**src/include/afc_consts.svh**
```systemverilog
// Register indices, field positions, reset values and masks of the front-end control block.
// Assumes it is included by bare name from the package and the control module.
`ifndef AFC_CONSTS_SVH
`define AFC_CONSTS_SVH

// Register indices as they appear on the register port.
`define AFC_IDX_ADC_CTRL   8'h01
`define AFC_IDX_IO_CTRL1   8'h03
`define AFC_IDX_CFG_FIRST  8'h19
`define AFC_IDX_CFG_LAST   8'h20

// Reset values.
`define AFC_RST_ADC_CTRL   16'h0000
`define AFC_RST_IO_CTRL1   24'h00_0000
`define AFC_RST_CFG        16'h0860

// Writable bits; the rest read as zero.
`define AFC_MASK_ADC_CTRL  16'h3FFF
`define AFC_MASK_IO_CTRL1  24'hFF_BFFF
`define AFC_MASK_CFG       16'h0FFF

// Converter control fields.
`define AFC_ADC_REF_EN     8

// Per-setup configuration fields.
`define AFC_CFG_BIPOLAR    11
`define AFC_CFG_POS_INPUT_BUFFER_ENABLE   6
`define AFC_CFG_NEG_INPUT_BUFFER_ENABLE   5
`define AFC_CFG_REF_SEL_HI 4
`define AFC_CFG_REF_SEL_LO 3
`define AFC_CFG_GAIN_HI    2
`define AFC_CFG_GAIN_LO    0

// Input/output control fields.
`define AFC_IO_GP_DATA_HI  23
`define AFC_IO_GP_DATA_LO  20
`define AFC_IO_GP_EN_HI    19
`define AFC_IO_GP_EN_LO    16
`define AFC_IO_BRIDGE      15
`define AFC_IO_EXB_MAG_HI  13
`define AFC_IO_EXB_MAG_LO  11
`define AFC_IO_EXA_MAG_HI  10
`define AFC_IO_EXA_MAG_LO  8
`define AFC_IO_EXB_PIN_HI  7
`define AFC_IO_EXB_PIN_LO  4
`define AFC_IO_EXA_PIN_HI  3
`define AFC_IO_EXA_PIN_LO  0

// Gain code thresholds: 0 is unity, 1..3 is two to eight.
`define AFC_GAIN_UNITY     3'h0
`define AFC_GAIN_ONE_STAGE 3'h3

`endif

```
**src/include/afc_pkg.sv**
```systemverilog
// Types shared by the front-end control block and its output coder.
// Assumes afc_consts.svh is reachable on the include path.
`include "afc_consts.svh"

package afc_pkg;

  typedef logic [7:0]  afc_addr_t;
  typedef logic [23:0] afc_word_t;
  typedef logic [15:0] afc_cfg_t;

  // Whole state of the control module.
  typedef struct packed {
    logic [15:0]      adc_ctrl;
    logic [23:0]      io_ctrl1;
    logic [7:0][15:0] cfg;
    logic [23:0]      rdata;
    logic             rvalid;
    logic [2:0]       gain_code;
    logic             stage1_en;
    logic             stage2_en;
    logic             pos_buf_en;
    logic             neg_buf_en;
    logic [1:0]       ref_source;
    logic             vref_power_en;
    logic             bipolar;
    logic [2:0]       exa_mag;
    logic [2:0]       exb_mag;
    logic [3:0]       exa_pin;
    logic [3:0]       exb_pin;
    logic             bridge_en;
    logic [3:0]       gp_o;
    logic [3:0]       gp_oe;
    logic             mod_reset;
  } afc_ctrl_s;

  // Whole state of the output coder.
  typedef struct packed {
    logic        valid;
    logic [23:0] code;
  } afc_coder_s;

endpackage : afc_pkg

```
**src/include/afc_code_if.sv**
```systemverilog
// Carrier between the control module and the output coder.
// Assumes both ends run on the same clock.
`timescale 1ns/1ps
`default_nettype none

interface afc_code_if #(parameter int IN_W = 26, parameter int CODE_W = 24);
  logic                   sample_valid;
  logic signed [IN_W-1:0] sample_value;
  logic                   bipolar;
  logic                   code_valid;
  logic [CODE_W-1:0]      code;

  modport ctrl  (output sample_valid, output sample_value, output bipolar, input code_valid, input code);
  modport coder (input sample_valid, input sample_value, input bipolar, output code_valid, output code);
endinterface : afc_code_if

`default_nettype wire

```
**src/logic/afc_coder.sv**
```systemverilog
// Output coder: turns a signed scaled sample into a straight or offset binary result.
// Assumes the sample is input times gain over reference, scaled by two to the CODE_W-1.
`timescale 1ns/1ps
`default_nettype none

module afc_coder #(
  parameter int IN_W   = 26,
  parameter int CODE_W = 24
) (
  // Clock and reset.
  input  wire logic core_clk,
  input  wire logic reset,
  // Sample in, code out.
  afc_code_if.coder cif
);
  import afc_pkg::*;

  localparam logic signed [IN_W+1:0] HALF = (IN_W+2)'(1) <<< (CODE_W-1);
  localparam logic signed [IN_W+1:0] TOP  = ((IN_W+2)'(1) <<< CODE_W) - (IN_W+2)'(1);

  // The clamp needs at least one guard bit above the code; other code widths are not served.
  if (IN_W < CODE_W + 1 || CODE_W != 24) begin : g_bad_widths
    $error("afc_coder: unsupported widths");
  end

  afc_coder_s st_reg;
  afc_coder_s st_next;
  logic signed [IN_W+1:0] ext;
  logic signed [IN_W+1:0] sum;

  // Unipolar doubles the sample, bipolar adds half scale; both clamp instead of wrapping.
  always_comb begin
    ext = (IN_W+2)'(cif.sample_value);
    sum = cif.bipolar ? ext + HALF : ext <<< 1;
    st_next = st_reg;
    st_next.valid = cif.sample_valid;
    if (cif.sample_valid) begin
      if (sum < 0) begin
        st_next.code = '0;
      end else if (sum > TOP) begin
        st_next.code = '1;
      end else begin
        st_next.code = sum[CODE_W-1:0];
      end
    end
  end

  // State register.
  always_ff @(posedge core_clk or posedge reset) begin
    if (reset) begin
      st_reg <= '0;
    end else begin
      st_reg <= st_next;
    end
  end

  assign cif.code_valid = st_reg.valid;
  assign cif.code       = st_reg.code;
endmodule : afc_coder

`default_nettype wire

```
**src/logic/afc_ctrl.sv**
```systemverilog
// Front-end control block: gain, buffers, reference, excitation, bridge switch,
// general-purpose outputs, modulator reset and result coding.
// Assumes a synchronous register port, and sync_n and setup_sel synchronous to core_clk.
// Contract
// - Eight gains, one to 128, per setup.
// - Unity bypasses stages; 2-8 one; above both.
// - Buffers optional at unity, forced above it.
// - Reference enable bit powers internal reference.
// - Setup field picks internal or external reference.
// - Setup bit picks unipolar or bipolar range.
// - Unipolar result is straight binary.
// - Bipolar result is offset binary.
// - 24-bit code scales with gain over reference.
// - Two excitation sources, seven magnitudes or off.
// - Each source has own magnitude and pin.
// - Both sources may share one pin.
// - Excitation ignores reference enable bit.
// - Bridge bit closes low-side switch.
// - Each output driven only when enabled.
// - Enabled output drives its data bit.
// - Sync pulse or setup write resets modulator.
`timescale 1ns/1ps
`default_nettype none
`include "afc_consts.svh"

module afc_ctrl #(
  parameter int IN_W   = 26,
  parameter int CODE_W = 24
) (
  // Clock and reset.
  input  wire logic                   core_clk,
  input  wire logic                   reset,
  // Register port.
  input  wire logic                   reg_wr,
  input  wire logic                   reg_rd,
  input  wire afc_pkg::afc_addr_t     reg_addr,
  input  wire afc_pkg::afc_word_t     reg_wdata,
  output logic                        reg_rvalid,
  output afc_pkg::afc_word_t          reg_rdata,
  // Sequencer and sync pin.
  input  wire logic [2:0]             setup_sel,
  input  wire logic                   sync_n,
  output logic                        mod_filter_reset,
  // Gain amplifier and input buffers.
  output logic [2:0]                  gain_code,
  output logic                        amp_stage1_en,
  output logic                        amp_stage2_en,
  output logic                        pos_input_buffer_enable,
  output logic                        neg_input_buffer_enable,
  // Reference.
  output logic [1:0]                  ref_source,
  output logic                        vref_power_en,
  // Excitation and bridge switch.
  output logic [2:0]                  excite_a_magnitude,
  output logic [2:0]                  excite_b_magnitude,
  output logic [3:0]                  excite_a_pin_select,
  output logic [3:0]                  excite_b_pin_select,
  output logic                        bridge_switch_enable,
  // General-purpose outputs.
  output logic [3:0]                  gp_output_pins,
  output logic [3:0]                  gp_output_pins_oe,
  // Filter samples and coded results.
  input  wire logic                   sample_valid,
  input  wire logic signed [IN_W-1:0] sample_value,
  output logic                        result_valid,
  output logic [CODE_W-1:0]           result_code
);
  import afc_pkg::*;

  // Refuse widths that the coder's clamp and the 24-bit register map cannot serve.
  if (CODE_W != 24 || IN_W < CODE_W + 1) begin : g_bad_widths
    $error("afc_ctrl: unsupported widths");
  end

  // True when the index falls in the per-setup configuration range.
  function automatic logic is_cfg(input afc_addr_t a);
    return a >= `AFC_IDX_CFG_FIRST && a <= `AFC_IDX_CFG_LAST;
  endfunction : is_cfg

  // Setup number of a configuration index.
  function automatic logic [2:0] cfg_slot(input afc_addr_t a);
    afc_addr_t d;
    d = a - `AFC_IDX_CFG_FIRST;
    return d[2:0];
  endfunction : cfg_slot

  afc_ctrl_s st_reg;
  afc_ctrl_s st_next;
  afc_cfg_t  cur_cfg;
  logic [2:0] cur_gain;
  logic      wr_adc;
  logic      wr_io;
  logic      wr_cfg;

  // Write strobes per register.
  assign wr_adc = reg_wr && reg_addr == `AFC_IDX_ADC_CTRL;
  assign wr_io  = reg_wr && reg_addr == `AFC_IDX_IO_CTRL1;
  assign wr_cfg = reg_wr && is_cfg(reg_addr);

  // The setup now in use; outputs follow it one cycle later.
  assign cur_cfg  = st_reg.cfg[setup_sel];
  assign cur_gain = cur_cfg[`AFC_CFG_GAIN_HI:`AFC_CFG_GAIN_LO];

  // Next-state logic for registers and all analog control outputs.
  always_comb begin
    st_next = st_reg;

    // Register writes; reserved bits are masked so they read back as zero.
    if (wr_adc) begin
      st_next.adc_ctrl = reg_wdata[15:0] & `AFC_MASK_ADC_CTRL;
    end
    if (wr_io) begin
      st_next.io_ctrl1 = reg_wdata & `AFC_MASK_IO_CTRL1;
    end
    if (wr_cfg) begin
      st_next.cfg[cfg_slot(reg_addr)] = reg_wdata[15:0] & `AFC_MASK_CFG;
    end

    // Reads answer one cycle later; an unmapped index reads as zero.
    st_next.rvalid = reg_rd;
    st_next.rdata  = '0;
    if (reg_rd) begin
      if (reg_addr == `AFC_IDX_ADC_CTRL) begin
        st_next.rdata = {8'h00, st_reg.adc_ctrl};
      end else if (reg_addr == `AFC_IDX_IO_CTRL1) begin
        st_next.rdata = st_reg.io_ctrl1;
      end else if (is_cfg(reg_addr)) begin
        st_next.rdata = {8'h00, st_reg.cfg[cfg_slot(reg_addr)]};
      end
    end

    // Amplifier stages and buffers from the active setup.
    st_next.gain_code  = cur_gain;
    st_next.stage1_en  = cur_gain != `AFC_GAIN_UNITY;
    st_next.stage2_en  = cur_gain > `AFC_GAIN_ONE_STAGE;
    st_next.pos_buf_en = cur_cfg[`AFC_CFG_POS_INPUT_BUFFER_ENABLE] || cur_gain != `AFC_GAIN_UNITY;
    st_next.neg_buf_en = cur_cfg[`AFC_CFG_NEG_INPUT_BUFFER_ENABLE] || cur_gain != `AFC_GAIN_UNITY;

    // Reference source and power; the reference must be powered by software when selected.
    st_next.ref_source    = cur_cfg[`AFC_CFG_REF_SEL_HI:`AFC_CFG_REF_SEL_LO];
    st_next.vref_power_en = st_reg.adc_ctrl[`AFC_ADC_REF_EN];
    st_next.bipolar       = cur_cfg[`AFC_CFG_BIPOLAR];

    // Excitation is not gated by the reference, and the pin fields are not cross-checked
    // so both sources may land on the same input.
    st_next.exa_mag = st_reg.io_ctrl1[`AFC_IO_EXA_MAG_HI:`AFC_IO_EXA_MAG_LO];
    st_next.exb_mag = st_reg.io_ctrl1[`AFC_IO_EXB_MAG_HI:`AFC_IO_EXB_MAG_LO];
    st_next.exa_pin = st_reg.io_ctrl1[`AFC_IO_EXA_PIN_HI:`AFC_IO_EXA_PIN_LO];
    st_next.exb_pin = st_reg.io_ctrl1[`AFC_IO_EXB_PIN_HI:`AFC_IO_EXB_PIN_LO];

    // Bridge switch and general-purpose outputs.
    st_next.bridge_en = st_reg.io_ctrl1[`AFC_IO_BRIDGE];
    st_next.gp_oe = st_reg.io_ctrl1[`AFC_IO_GP_EN_HI:`AFC_IO_GP_EN_LO];
    st_next.gp_o  = st_reg.io_ctrl1[`AFC_IO_GP_DATA_HI:`AFC_IO_GP_DATA_LO]
                    & st_reg.io_ctrl1[`AFC_IO_GP_EN_HI:`AFC_IO_GP_EN_LO];

    // Modulator and filter reset held while sync is low, pulsed by a mode or setup write.
    st_next.mod_reset = !sync_n || wr_adc || wr_cfg;
  end

  // State register.
  always_ff @(posedge core_clk or posedge reset) begin
    if (reset) begin
      st_reg          <= '0;
      st_reg.adc_ctrl <= `AFC_RST_ADC_CTRL;
      st_reg.io_ctrl1 <= `AFC_RST_IO_CTRL1;
      st_reg.cfg      <= {8{`AFC_RST_CFG}};
    end else begin
      st_reg <= st_next;
    end
  end

  // Result coder, fed with the registered polarity of the active setup.
  afc_code_if #(.IN_W(IN_W), .CODE_W(CODE_W)) cif ();
  assign cif.sample_valid = sample_valid;
  assign cif.sample_value = sample_value;
  assign cif.bipolar      = st_reg.bipolar;

  afc_coder #(.IN_W(IN_W), .CODE_W(CODE_W)) u_coder (
    .core_clk (core_clk),
    .reset    (reset),
    .cif      (cif)
  );

  // Outputs, each straight from a flip-flop.
  assign reg_rvalid              = st_reg.rvalid;
  assign reg_rdata               = st_reg.rdata;
  assign mod_filter_reset        = st_reg.mod_reset;
  assign gain_code               = st_reg.gain_code;
  assign amp_stage1_en           = st_reg.stage1_en;
  assign amp_stage2_en           = st_reg.stage2_en;
  assign pos_input_buffer_enable = st_reg.pos_buf_en;
  assign neg_input_buffer_enable = st_reg.neg_buf_en;
  assign ref_source              = st_reg.ref_source;
  assign vref_power_en           = st_reg.vref_power_en;
  assign excite_a_magnitude      = st_reg.exa_mag;
  assign excite_b_magnitude      = st_reg.exb_mag;
  assign excite_a_pin_select     = st_reg.exa_pin;
  assign excite_b_pin_select     = st_reg.exb_pin;
  assign bridge_switch_enable    = st_reg.bridge_en;
  assign gp_output_pins          = st_reg.gp_o;
  assign gp_output_pins_oe       = st_reg.gp_oe;
  assign result_valid            = cif.code_valid;
  assign result_code             = cif.code;
endmodule : afc_ctrl

`default_nettype wire
```
**config.mk**
```make
export PLATFORM = sky130hd
export DESIGN_NAME = afc_ctrl
export DESIGN_NICKNAME = d
export VERILOG_FILES = /design/src/include/afc_pkg.sv /design/src/include/afc_code_if.sv /design/src/logic/afc_coder.sv /design/src/logic/afc_ctrl.sv
export VERILOG_INCLUDE_DIRS = /design/src /design/src/include
export SDC_FILE = /design/constraint.sdc
export NUM_CORES = 1
export LEC_CHECK = 0
export BUFFER_PORTS_ARGS = -buffer_cell sky130_fd_sc_hd__buf_2
export CAP_MARGIN = 20
export CORE_UTILIZATION = 42
export DETAILED_ROUTE_END_ITERATION = 12
export MAX_ROUTING_LAYER = met4
export SYNTH_ARGS = -nofsm -noshare
export SYNTH_HDL_FRONTEND = slang
export SYNTH_SLANG_ARGS = --single-unit
```
**constraint.sdc**
```tcl
create_clock -name core_clk -period 9 [get_ports core_clk]
set_input_delay 0.9 -clock core_clk [delete_from_list [all_inputs] [get_ports core_clk]]
set_output_delay 0.9 -clock core_clk [all_outputs]
set_load 0.01 [all_outputs]
```
# After elaboration in Yosys (flattened, before gate mapping)
# Cells that the tools add are included.
dict set report totals {
  inputBits 67
  reg_bits 250
}
dict set report op_classes {
  n_bitwise 1
  n_reduce_logical 11
  n_lt_le_gt_ge 8
  n_mux 14
  eq_ne 2
  add_sub_neg 2
}
# op count
set ops {}
lappend ops {{$bwmux 128} 1}
lappend ops {{$mux 24} 5}
lappend ops {{$bmux 16 s3} 2}
lappend ops {{$demux 16 s3} 1}
lappend ops {{$mux 16} 3}
lappend ops {{$gt 28x25->1 const B} 1}
lappend ops {{$lt 28x1->1 const B} 1}
lappend ops {{$mux 28} 1}
lappend ops {{$add 26x25->27 const B} 1}
lappend ops {{$mux 12} 1}
lappend ops {{$eq 8x1->1 const B} 1}
lappend ops {{$eq 8x2->1 const B} 1}
lappend ops {{$ge 8x5->1 const B} 1}
lappend ops {{$le 8x6->1 const B} 1}
lappend ops {{$lt 3x4->1 const B} 2}
lappend ops {{$logic_and 1x1->1} 5}
lappend ops {{$and 4x4->4} 1}
lappend ops {{$logic_or 1x1->1} 4}
lappend ops {{$ge 3x1->1 const B} 1}
lappend ops {{$gt 3x2->1 const B} 1}
lappend ops {{$reduce_bool 3->1} 1}
lappend ops {{$sub 3x1->3 const B} 1}
lappend ops {{$logic_not 1->1} 1}

# Logic depth before layout (Yosys ltp)
dict set report logic_depth {
  word_depth 7
  mapped_depth 11
  ltp_nobuf 6
}

# Hierarchy
# From an unflattened synthesis, not the netlist that was laid out.
dict set report unflattened {
  cells_unflattened 808
  area_unflattened_um2 10435.0
}
# mod area_each_um2 cells_each n_inst
set modules_own_cells {}
lappend modules_own_cells {afc_ctrl 8957.3 661 1}
lappend modules_own_cells {afc_coder 1477.7 147 1}

# Least setup slack after synthesis
# OpenSTA, ideal clock, no wires.
dict set report synth_timing {
  path_kind {input to register}
  start {in reg_addr[0]}
  end {reg st_reg[60] in the netlist's numbering}
  arrival_time_ps 3493
  path_stages 10
  setup_slack_ps 5383
  n_path_buf 4
  required_ps 8875
  cell_sequence {clkbuf_1 buf_2 buf_2 inv_1 ha_1 xnor2_1 nand2_1 a211oi_2 buf_4 mux2_2}
}
dict set report synth_between {
  elab_chain_cells 6
  word_cells_on_any_way 11
  classes_between {1 x add/sub; 4 x order compare; 3 x mux; 3 x reduce/logical}
}
# item line
set synth_lines {}
lappend synth_lines {{from (decl)} afc_ctrl.sv:36} ;# input wire afc_pkg::afc_addr_t reg_addr,
lappend synth_lines {{$sub 3x1->3 (no source line)} --}
lappend synth_lines {{$lt 3x4->1 or $ge 3x1->1 (tied branches)} --}
lappend synth_lines {{$logic_and 1x1->1 (no source line)} --}
lappend synth_lines {{$mux 16 (no source line)} --}
lappend synth_lines {{$demux 16 s3 (no source line)} --}
lappend synth_lines {{$bwmux 128 (no source line)} --}
lappend synth_lines {{to (signal assigned)} afc_ctrl.sv:169} ;# st_reg <= st_next;
lappend synth_lines {{to (decl)} afc_ctrl.sv:87} ;# afc_ctrl_s st_reg;
# Several ways; a longest one is shown, not always the timed one.
# A chain may end at the register's enable or synchronous reset.

# Worst setup path after layout
dict set report layout_timing {
  start {in reg_addr[0]}
  end {reg st_reg[102] in the netlist's numbering}
}
# Same word-level chain as after synthesis.

==> results.yml <==
power_and_ir_drop:
  irDropWorstVdd_uv: 132.0
  power.leakage_nw: 5.758
  powerDensity_nw_per_um2: 196.8
  total_power_mw: 2.341
drt:
  vias_per_cell: 5.322
  totalWireLength_mm: 23.71
  routed-via-count: 6621
  ant_nets: 0
  post_drt_wl_per_cell_um: 19.06
  drc_errors: 0
  first_pass_iters: 4
  drtIter0Drc: 421
clocking:
  clk_latency_ps: 520
  cts_sinks: 216
  clk_pin_slew_ps: 60
  cts_tree: "done"
  post_cts_resized: 0
  ctsHoldBuffers: 0
  post_cts_buffers: 0
  htreeDepth: 1
  clockBufferDepth: 3
  cts_made_buffers: 25
  root_buffer: "clkbuf_16"
finish:
  syn_to_final_growth_pct: 14.12
  num_antenna_cells: 0
  largest_reg_flops: 113
  layout_common_cells: "192 x dfrtp_1, 148 x buf_2, 138 x mux2_2"
  drive_gt1_share_pct: 43.59
  nFillCells: 2218
  nNetsFinal: 972
  layout_commonest_cell: "dfrtp_1"
die:
  pin_count: 151
  die_h_um: 159.5
  dieArea_um2: 25450
  initial_utilization_pct: 42.85
  die_w_um: 159.5
  rows: 57
  core_um2: 24320
worst_hold_path:
  min_to: "bridge_switch_enable$_DFF_PP0_"
  hp-class: "register to register"
  min_from: "st_next[9]$_DFFE_PP0P_"
  hold_path_depth: 0
worst_setup_path:
  r2r_start: "cif.bipolar$_DFF_PP0_"
  path_delay_family: "buffers and inverters"
  reg2reg_setup_slack_ps: 6640
  max_stage_delay_ps: 820
  path_cells: "buf_2 > buf_4 > inv_1 > ha_1 > or3b_1 > nand4_2 > a2111oi_4 > buf_4 > mux2_2"
  crit_slowest_cell: "a2111oi_4"
  cp-end-kind: "register"
  worstPathArrival_ps: 4230
  crit_required_ps: 9400
  crit_path_frequent_cell: "buf_4"
  worstPathMaxFanout: 53
  timing.rr.end: "u_coder.cif.code[20]$_DFFE_PP0P_"
  worstSetupPathType: "input pin to register"
  crit_buf_inv: 4
  reg2reg_depth: 6
  start_kind: "input pin"
placement:
  dp_slack_ps: 4653
  place_congestion: 0.7585
  portBuffers: 148
  dp_hpwl_mm: 14.95
run_status:
  status: "finished clean"
logic_synthesis:
  ys_async_sr_fraction_pct: 100.0
  syn_inst: 831
  synth_ff_type: "dfrtp_1"
  synth_nets: 902
  ys_warn_count: 0
  ys_seq_area_share_pct: 52.16
  syn_avg_cell_area_um2: 12.54
  synth_edf_count: 0
  synth_seq_cells: 216
  synth_area_um2: 10420
  synth.distinct_cells: 43
timing:
  worstMarginPinSlew_ps: 1034
  whs_ps: 390.6
  finalHoldViolations: 0
  setup_ws_ps: 5172
  fin_tns_setup_ps: 0
  finalMaxSlewViolations: 0
  period_minus_slack_ps: 3828
  maxSlewHeadroom_pct: 31.06
  setup_viol: 0
  timing.fmax_ghz: 0.2612
  clock_skew_ps: 9.894
  grt_setup_unrepaired: "false"
  post-route-period-util_pct: 42.53
grt:
  antenna_found_initial: 0
  grt_pass1_vias: 6787
  grt_overflow: 0
  grt_max_degree: 140
  grt_use_total_pct: 19.50
  grt_pass1_wl_mm: 38.23
run:
  max_cap_viol_count: 0
-- area by class of cell --
class | instances | area (um^2) | share of cell area, %
well taps | 324 | 405.4 | 3.409
inverters | 29 | 116.4 | 0.9784
repair buffers | 164 | 880.8 | 7.407
clock buffers | 33 | 715.7 | 6.018
clock inverters | 13 | 127.6 | 1.073
multi-input cells | 465 | 4212 | 35.41
flip-flops and latches | 216 | 5435 | 45.70
-- power breakdown --
group	internal [mW]	switching (mW)	total [mW]
Sequential	1.03	0.0298	1.06
Combinational	0.109	0.148	0.256
Clock	0.617	0.405	1.02
Total	1.76	0.582	2.34
-- kinds of logic (layout without fill, tap and decap cells) --
group                      count (synthesis)  in the layout  synth area share [%]
DFF                                      216            216                 52.16
muxes                                    205            205                 23.28
and+or+nand+nor                          155            155                 8.885
buffers and inverters                    150            239                 7.564
AOI/OAI and AO/OA                         97             97                 7.276
adders and majority gates                  4              4                0.4803
xor gates and xnor gates                   3              3                0.3242
other                                      1              1               0.03598
-- how the worst max path moves through the flow --
| stage | start | end | slack [ps] | depth (start not counted) |
|---|---|---|---|---|
| 3_3_place_gp | reg_addr[0] | st_reg[99]$_DFFE_PP0P_ | 4670 | 9 |
| 2_1_floorplan | reset | amp_stage1_en$_DFF_PP0_ | 2230 | 1 |
| 4_1_cts | reg_addr[0] | st_reg[102]$_DFFE_PP0P_ | 5180 | 9 |
| 3_5_place_dp | reg_addr[0] | st_reg[100]$_DFFE_PP0P_ | 4650 | 9 |
| 6_report | reg_addr[0] | st_reg[102]$_DFFE_PP0P_ | 5170 | 9 |
| 5_1_grt | reg_addr[0] | st_reg[100]$_DFFE_PP0P_ | 5030 | 9 |
-- routing by layer --
| layer | global-route usage [%] | routed length, um | part of all wire (%) | vias to the layer above |
|---|---|---|---|---|
| met5 | - | 0 | 0 | - |
| met4 | 4.283 | 470 | 2.0 | 0 |
| met3 | 2.787 | 1024 | 4.3 | 35 |
| met2 | 31.86 | 11440 | 48 | 166 |
| met1 | 25.77 | 10780 | 45 | 3330 |
| li1 | - | - | - | 3090 |
-- metrics by stage --
step | util (%) | instances | area (um^2)
2_1_floorplan | - | 831 | 10420
3_3_place_gp | 45.32 | 1197 | 11020
3_5_place_dp | 45.32 | 1197 | 11020
4_1_cts | 48.79 | 1243 | 11870
5_1_grt | 48.90 | 1244 | 11890
6_report | 48.90 | 1244 | 11890
-- worst register-to-register path, stage by stage, from the launching register on --
cell and delay, ps:
dfrtp_1 320, buf_4 400, nand3_1 190, a221oi_2 820
buf_4 330, a211oi_1 70, o22ai_1 140
-- Yosys cell counts, types with 2 or more instances --
cell type / n / area (um^2)
clkbuf_1: 42 / 157.7
a21oi_1: 15 / 75.07
nand3_1: 50 / 250.2
xnor2_1: 2 / 17.52
buf_1: 17 / 63.81
buf_4: 59 / 442.9
mux2_2: 138 / 1554
o31ai_1: 13 / 97.59
o22ai_1: 24 / 150.1
nor3_1: 29 / 145.1
a211oi_2: 4 / 50.05
nand2_1: 9 / 33.78
dfrtp_1: 192 / 4805
a41oi_1: 12 / 105.1
buf_2: 3 / 15.01
nor2b_1: 24 / 150.1
or4bb_1: 10 / 112.6
inv_1: 29 / 108.9
and2_1: 14 / 87.58
mux2i_1: 50 / 500.5
mux4_2: 16 / 360.4
a2111oi_4: 3 / 82.58
a211oi_1: 22 / 165.2
dfstp_2: 24 / 630.6
a22oi_1: 2 / 15.01
ha_1: 4 / 50.05
nand4bb_1: 2 / 22.52
and4_1: 2 / 17.52
nor2_1: 6 / 22.52
No activity file was read; power rests on OpenSTA's default activity.
